`src/core/asx_pkg.sv`:
```
// package of constants and types for the add and shift execute datapath
// Behaviour
// - pointer add sign-extends literal, flags untouched
// - operand bit selects target pointer pair
// - pointer sum wraps modulo sixteen bits
// - literal AND into accumulator, zero only
// - literal add into accumulator, three flags
// - accumulator AND file register, zero only
// - destination bit picks accumulator or file
// - accumulator add file register, three flags
// - shift right keeping sign bit
// - old bit0 to carry, zero updated
`default_nettype none
package asx_pkg;
   // apb register offsets
   localparam logic [11:0] ASX_OFF_CTRL = 12'h000;
   localparam logic [11:0] ASX_OFF_OPER = 12'h004;
   localparam logic [11:0] ASX_OFF_ACC = 12'h008;
   localparam logic [11:0] ASX_OFF_STAT = 12'h00C;
   localparam logic [11:0] ASX_OFF_PTR0 = 12'h010;
   localparam logic [11:0] ASX_OFF_PTR1 = 12'h014;
   localparam logic [11:0] ASX_OFF_FILE = 12'h018;
   // field positions
   localparam int ASX_STAT_C = 0;
   localparam int ASX_STAT_HC = 1;
   localparam int ASX_STAT_Z = 2;
   localparam int ASX_OPER_DEST = 15;
   localparam int ASX_OPER_SEL = 6;
   // reset values and file register depth
   localparam logic [7:0] ASX_ACC_RST = 8'h00;
   localparam logic [15:0] ASX_PTR_RST = 16'h0000;
   localparam logic [2:0] ASX_STAT_RST = 3'h0;
   localparam int ASX_FILE_DEPTH = 128;
   // operation codes written to control
   typedef enum logic [2:0]
   {
      ASX_OP_PTR_ADD = 3'h0,
      ASX_OP_AND_LIT = 3'h1,
      ASX_OP_ADD_LIT = 3'h2,
      ASX_OP_AND_FILE = 3'h3,
      ASX_OP_ADD_FILE = 3'h4,
      ASX_OP_ASR_FILE = 3'h5
   } asx_op_type;
   // one instruction as issued to the execute unit
   typedef struct packed
   {
      asx_op_type op;
      logic dest;
      logic [7:0] lit;
      logic [6:0] addr;
   } asx_instr_type;
   // alu result with flags
   typedef struct packed
   {
      logic [7:0] value;
      logic c;
      logic hc;
      logic z;
   } asx_res_type;
endpackage
`default_nettype wire

```
`src/core/asx_alu.sv`:
```
// combinational alu for the byte instructions
`default_nettype none
module asx_alu
(
   input wire asx_pkg::asx_op_type op,
   input wire logic [7:0] acc,
   input wire logic [7:0] lit,
   input wire logic [7:0] fdata,
   output asx_pkg::asx_res_type res
);
   logic [8:0] sum;
   logic [4:0] nib;
   logic [7:0] opb;
   // literal or file operand
   assign opb = (op == asx_pkg::ASX_OP_ADD_LIT || op == asx_pkg::ASX_OP_AND_LIT) ? lit : fdata;
   assign sum = {1'b0, acc} + {1'b0, opb};
   assign nib = {1'b0, acc[3:0]} + {1'b0, opb[3:0]};
   // result select
   always_comb
   begin
      res = '0;
      unique case (op)
         asx_pkg::ASX_OP_AND_LIT, asx_pkg::ASX_OP_AND_FILE:
         begin
            res.value = acc & opb;
         end
         asx_pkg::ASX_OP_ADD_LIT, asx_pkg::ASX_OP_ADD_FILE:
         begin
            res.value = sum[7:0];
            res.c = sum[8];
            res.hc = nib[4];
         end
         asx_pkg::ASX_OP_ASR_FILE:
         begin
            res.value = {fdata[7], fdata[7:1]};
            res.c = fdata[0];
         end
         default:
         begin
            res.value = acc;
         end
      endcase
      res.z = (res.value == 8'h00);
   end
endmodule // asx_alu
`default_nettype wire

```
`src/core/asx_ptr_add.sv`:
```
// indirect pointer plus signed six-bit literal
`default_nettype none
module asx_ptr_add
(
   input wire logic [15:0] ptr,
   input wire logic [5:0] k,
   output logic [15:0] sum
);
   // sign extend and wrap
   assign sum = ptr + {{10{k[5]}}, k};
endmodule // asx_ptr_add
`default_nettype wire

```
`src/core/asx_top.sv`:
```
// apb-controlled execute datapath with file registers and pointers
`default_nettype none
module asx_top
(
   input wire logic pclk,
   input wire logic presetn,
   input wire logic psel,
   input wire logic penable,
   input wire logic pwrite,
   input wire logic [11:0] paddr,
   input wire logic [31:0] pwdata,
   output logic [31:0] prdata,
   output logic pready,
   output logic pslverr
);
   logic [7:0] acc_q;
   logic [15:0] ptr_q [2];
   logic [2:0] stat_q;
   logic [15:0] oper_q;
   logic [7:0] file_mem [asx_pkg::ASX_FILE_DEPTH];
   logic [6:0] file_idx_q;
   logic [31:0] rdata_d;
   logic [31:0] prdata_q;
   logic rd_setup;
   logic file_op;
   logic wr_acc;
   logic acc_en;
   logic hit;
   logic go;
   logic sel;
   logic [15:0] psum;
   logic [7:0] fdata;
   asx_pkg::asx_instr_type ins;
   asx_pkg::asx_res_type res;
   asx_pkg::asx_op_type op;
   // apb decode
   assign acc_en = psel & penable;
   assign wr_acc = acc_en & pwrite;
   assign go = wr_acc & (paddr == asx_pkg::ASX_OFF_CTRL);
   assign rd_setup = psel & ~penable & ~pwrite;
   assign op = asx_pkg::asx_op_type'(pwdata[2:0]);
   assign ins.op = op;
   // only the file instructions may store into the file registers
   assign file_op = (op == asx_pkg::ASX_OP_AND_FILE) | (op == asx_pkg::ASX_OP_ADD_FILE)
      | (op == asx_pkg::ASX_OP_ASR_FILE);
   assign ins.dest = oper_q[asx_pkg::ASX_OPER_DEST];
   assign ins.lit = oper_q[7:0];
   assign ins.addr = oper_q[14:8];
   assign sel = oper_q[asx_pkg::ASX_OPER_SEL];
   assign fdata = file_mem[ins.addr];
   assign hit = (paddr == asx_pkg::ASX_OFF_CTRL) | (paddr == asx_pkg::ASX_OFF_OPER)
      | (paddr == asx_pkg::ASX_OFF_ACC) | (paddr == asx_pkg::ASX_OFF_STAT)
      | (paddr == asx_pkg::ASX_OFF_PTR0) | (paddr == asx_pkg::ASX_OFF_PTR1)
      | (paddr == asx_pkg::ASX_OFF_FILE);
   assign pready = 1'b1;
   assign pslverr = acc_en & ~hit;
   asx_alu u_alu
   (
      .op(ins.op),
      .acc(acc_q),
      .lit(ins.lit),
      .fdata(fdata),
      .res(res)
   );
   asx_ptr_add u_ptr
   (
      .ptr(ptr_q[sel]),
      .k(oper_q[5:0]),
      .sum(psum)
   );
   // read mux
   always_comb
   begin
      rdata_d = 32'h0000_0000;
      unique case (paddr)
         asx_pkg::ASX_OFF_OPER: rdata_d = {16'h0000, oper_q};
         asx_pkg::ASX_OFF_ACC: rdata_d = {24'h000000, acc_q};
         asx_pkg::ASX_OFF_STAT: rdata_d = {29'h0, stat_q};
         asx_pkg::ASX_OFF_PTR0: rdata_d = {16'h0000, ptr_q[0]};
         asx_pkg::ASX_OFF_PTR1: rdata_d = {16'h0000, ptr_q[1]};
         asx_pkg::ASX_OFF_FILE: rdata_d = {17'h0, file_idx_q, file_mem[file_idx_q]};
         default: rdata_d = 32'h0000_0000;
      endcase
   end
   assign prdata = prdata_q;
   // read data taken in the setup cycle, stands through the access phase only
   always_ff @(posedge pclk or negedge presetn)
   begin
      if (!presetn)
      begin
         prdata_q <= 32'h0000_0000;
      end
      else
      begin
         prdata_q <= rd_setup ? rdata_d : 32'h0000_0000;
      end
   end
   // operand register, pointers, accumulator, status
   always_ff @(posedge pclk or negedge presetn)
   begin
      if (!presetn)
      begin
         oper_q <= 16'h0000;
         acc_q <= asx_pkg::ASX_ACC_RST;
         stat_q <= asx_pkg::ASX_STAT_RST;
         ptr_q[0] <= asx_pkg::ASX_PTR_RST;
         ptr_q[1] <= asx_pkg::ASX_PTR_RST;
         file_idx_q <= 7'h00;
      end
      else if (go)
      begin
         if (op == asx_pkg::ASX_OP_PTR_ADD)
         begin
            ptr_q[sel] <= psum;
         end
         else
         begin
            if (op == asx_pkg::ASX_OP_AND_LIT || op == asx_pkg::ASX_OP_ADD_LIT || !ins.dest)
            begin
               acc_q <= res.value;
            end
            stat_q[asx_pkg::ASX_STAT_Z] <= res.z;
            if (op == asx_pkg::ASX_OP_ADD_LIT || op == asx_pkg::ASX_OP_ADD_FILE)
            begin
               stat_q[asx_pkg::ASX_STAT_C] <= res.c;
               stat_q[asx_pkg::ASX_STAT_HC] <= res.hc;
            end
            if (op == asx_pkg::ASX_OP_ASR_FILE)
            begin
               stat_q[asx_pkg::ASX_STAT_C] <= res.c;
            end
         end
      end
      else if (wr_acc)
      begin
         unique case (paddr)
            asx_pkg::ASX_OFF_OPER: oper_q <= pwdata[15:0];
            asx_pkg::ASX_OFF_ACC: acc_q <= pwdata[7:0];
            asx_pkg::ASX_OFF_STAT: stat_q <= pwdata[2:0];
            asx_pkg::ASX_OFF_PTR0: ptr_q[0] <= pwdata[15:0];
            asx_pkg::ASX_OFF_PTR1: ptr_q[1] <= pwdata[15:0];
            asx_pkg::ASX_OFF_FILE: file_idx_q <= pwdata[14:8];
            default: oper_q <= oper_q;
         endcase
      end
   end
   // file registers, no reset
   always_ff @(posedge pclk)
   begin
      if (go && ins.dest && file_op)
      begin
         file_mem[ins.addr] <= res.value;
      end
      else if (wr_acc && paddr == asx_pkg::ASX_OFF_FILE)
      begin
         file_mem[pwdata[14:8]] <= pwdata[7:0];
      end
   end
endmodule // asx_top
`default_nettype wire

```
`config.mk`:
```
export PLATFORM = sky130hd
export DESIGN_NAME = asx_top
export DESIGN_NICKNAME = d
export VERILOG_FILES = /design/src/core/asx_pkg.sv /design/src/core/asx_alu.sv /design/src/core/asx_ptr_add.sv /design/src/core/asx_top.sv
export SDC_FILE = /design/constraint.sdc
export NUM_CORES = 2
export LEC_CHECK = 0
export BUFFER_PORTS_ARGS = -buffer_cell sky130_fd_sc_hd__buf_2
export CAP_MARGIN = 5
export CELL_PAD_IN_SITES_DETAIL_PLACEMENT = 1
export CELL_PAD_IN_SITES_GLOBAL_PLACEMENT = 2
export CORE_AREA = 5 5 349 351
export CTS_BUF_LIST = sky130_fd_sc_hd__clkbuf_8
export DETAILED_ROUTE_END_ITERATION = 8
export DIE_AREA = 0 0 354 356
export PLACE_DENSITY_LB_ADDON = 0.1
export SLEW_MARGIN = 5
export SYNTH_ARGS = -nofsm -noshare
export SYNTH_HDL_FRONTEND = slang
export SYNTH_HIERARCHICAL = 1
export SYNTH_SLANG_ARGS = --single-unit
```
`constraint.sdc`:
```
create_clock -name pclk -period 6.6 [get_ports pclk]
set_clock_uncertainty 0.15 [all_clocks]
set_input_delay 0.66 -clock pclk [delete_from_list [all_inputs] [get_ports pclk]]
set_output_delay 0.66 -clock pclk [all_outputs]
set_load 0.02 [all_outputs]
```
==> run_results.csv <==
group,metric,value,unit
status,status,"complete, no violations",
setup_path,cp_data_required_time,7.04,ns
setup_path,reg2reg_slack,0.32,ns
sta,setup_viol_count_final,0,
sta,slew_headroom,11.0,%
setup_path,arrival,6.73,ns
sta,drv_slew,0,
setup_path,critical_path_class,"register to register",
clocking,cts-resized-gates,0,
synthesis,yosys.area.top_type,"edfxtp_1",
route,vias,32526,
final_layout,synthToLayoutAreaGrowth,12.4,%
final_layout,final_common_cell,"edfxtp_1",
route,routedWlPerCell,35.7,µm
synthesis,synth_edf_count,1024,
synthesis,synth-xor-area-share,0.276,%
route,wl,177000,µm
final_layout,drive_above_1_share,33.3,%
global_route,grtUsageTotal,28.1,%
final_layout,nets,3332,
global_route,grt_pass1_vias,34401,
place,dpl_worst_slack,0.397,ns
clocking,postCtsSetupBuffers,0,
synthesis,ys.flop_type,"edfxtp_1",
floorplanning,fp.dieW,354,µm
floorplanning,ios,83,
synthesis,synthMuxAreaShare,26.1,%
clocking,cts_root_buffer,"clkbuf_8",
synthesis,ys_seq_elements,1106,
synthesis,synthesis.instances,3051,
clocking,cts_made_buffers,189,
clocking,clk_latency,0.93,ns
pwr,leakage,19.0,nW
synthesis,synthAdderAreaFrac,0.607,%
pwr,power.density,239,nW/µm²
synthesis,ys_types,84,
setup_path,setup.worst_path.start_class,"register",
route,drc_errors,0,
floorplanning,row_count,127,
final_layout,layout_common_cells,"edfxtp_1 (1024), mux4_2 (553), clkbuf_8 (201)",
setup_path,crit_fanout,64,
sta,hold_viol_final,0,
route,first_iter_violations,3125,
floorplanning,coreArea,119000,µm²
place,place_inst,4601,
sta,worst_slack,0.315,ns
synthesis,ys_async_sr_fraction,7.41,%
route,postRouteAntennaNets,0,
sta,rsz0062_at_grt,"false",
clocking,path_clk_slew,0.07,ns
synthesis,ys_top_cells_by_area,"edfxtp_1 (57%), mux4_2 (23%), dfrtp_1 (3.8%), mux2i_1 (2.0%), nor2_1 (1.3%)",
place,io_buffer_count,49,
global_route,antenna_found_initial,5,
run,drv_cap,0,
synthesis,ys_seq_area_share,60.8,%
route,via_per_inst,6.55,
place,globalplace.congestion,0.868,
clocking,htree_levels,4,
place,place_hpwl,116000,µm
floorplanning,die_h,356,µm
final_layout,fillers,10913,
synthesis,avgSynthCellArea,17.7,µm²
synthesis,synth_compound_area_share,5.25,%
setup_path,cp-end-kind,"register",
sta,period_share,95.2,%
global_route,grt_overflow,0,
clocking,cts_hold_buf,14,
clocking,cts_tree,"yes",
global_route,grt_pass1_wl,252000,µm
final_layout,fin_cells,4968,
sta,tightestPinTransition,1.33,ns
floorplanning,start_util,45.5,%
synthesis,synthSimpleGateAreaFrac,4.39,%
clocking,clock_sinks,1106,
synthesis,yosysWarnings,6,
global_route,grt_start_max_net_pins,129,
pwr,peakVddDrop,0.207,mV
sta,fin_crit,6.28,ns
synthesis,synth_top_family_by_area,"multiplexers",
route,dr.pass1.iters,6,
floorplanning,die_area,126000,µm²
synthesis,synth_area,54000,µm²
min_path,hold_class,"primary input to register",
synthesis,synth.top_cell.area_share,57.0,%
sta,tns,0,ns
clocking,clk_path_buf_depth,3,
sta,clock.fmax,159,MHz
[metrics by stage]
step	power, W	area (µm²)	utilization [%]	hold WS (ns)
floorplan	0.00811	54000	-	0.214
global placement	0.00826	56700	47.8	0.335
detailed placement	0.00829	56700	47.8	0.349
CTS	0.0146	60700	51.1	0.0645
global route	0.0150	60700	51.1	0.0885
finish	0.0145	60700	51.1	0.154
[cell usage after synthesis (all sizes together) (18+ instances only)]
master  number
edfxtp    1024
mux4       553
nor2       194
nand2      177
buf        139
mux2i      111
clkbuf     103
a21oi       97
dfrtp       82
o21ai       78
a22oi       72
mux2        45
a221oi      29
nand3       28
nand2b      27
ha          23
nor2b       18
[cell families (layout without fill, tap and decap cells)]
| kind of cell | after synthesis | after routing |
|---|---|---|
| buffers and inverters | 258 | 610 |
| adder cells (fa/ha/maj) | 25 | 25 |
| XOR/XNOR | 17 | 17 |
| other | 2 | 19 |
| flip-flops | 1106 | 1106 |
| AO/OA/AOI/OAI | 413 | 413 |
| multiplexers | 709 | 709 |
| AND/OR/NAND/NOR | 521 | 521 |
[worst max-delay path: stages, from the launching register on]
cell and delay (ns):
dfrtp_4 0.75, buf_12 0.36, mux4_2 0.56, mux4_2 0.56, mux2i_1 0.53, a22oi_1 0.30
o21a_1 0.19, inv_1 0.11, o21ai_0 0.18, fa_1 0.49, nand3_1 0.18, a21oi_1 0.11
o21ai_0 0.27, a41oi_1 0.16, nor2_1 0.18, nand2_1 0.12, nand2_4 0.10, buf_4 0.50
[layout make-up]
class,count,area (µm²),share of cell area [%]
timing repair buffer,243,2140,3.52
antenna,2,5.00,0.00825
sequential,1106,32800,54.1
tap,1548,1940,3.19
clock inverter,150,1050,1.74
multi-input combinational,1702,19900,32.8
clock buffer,201,2770,4.56
inverter,16,61.3,0.101
[sequential cells by signal, indices dropped and copies added (netlist names)]
| register | cells |
|---|---|
| file_mem | 1024 |
| ptr_q | 32 |
| oper_q | 16 |
| prdata | 16 |
| acc_q | 8 |
| file_idx_q | 7 |
| stat_q | 3 |
[power breakdown]
| part | total [W] | leakage, nW | internal (W) | switching [W] |
|---|---|---|---|---|
| logic | 0.000384 | 6.54 | 0.0000860 | 0.000298 |
| registers | 0.00776 | 10.4 | 0.00776 | 0.00000200 |
| clock network | 0.00636 | 2.11 | 0.00341 | 0.00295 |
[routing by layer]
layer | wire, µm | global-route usage (%)
met1 | 70700 | 37.8
met4 | 5910 | 9.21
met3 | 14400 | 6.37
met2 | 86500 | 46.1
met5 | 13 | 0
[worst paths after layout]
path | start | endpoint | depth (start not counted)
min in group asynchronous | presetn | ptr_q[22] | 2
worst min register to register | stat_q[1] | stat_q[1] | 1
worst max register to register | oper_q[8] | file_mem[116][6] | 17
max in group asynchronous | presetn | oper_q[8] | 2
worst max-delay path | oper_q[8] | file_mem[116][6] | 17
worst min-delay path | pwdata[1] | oper_q[1] | 2
(Power assumes the default switching activity.)
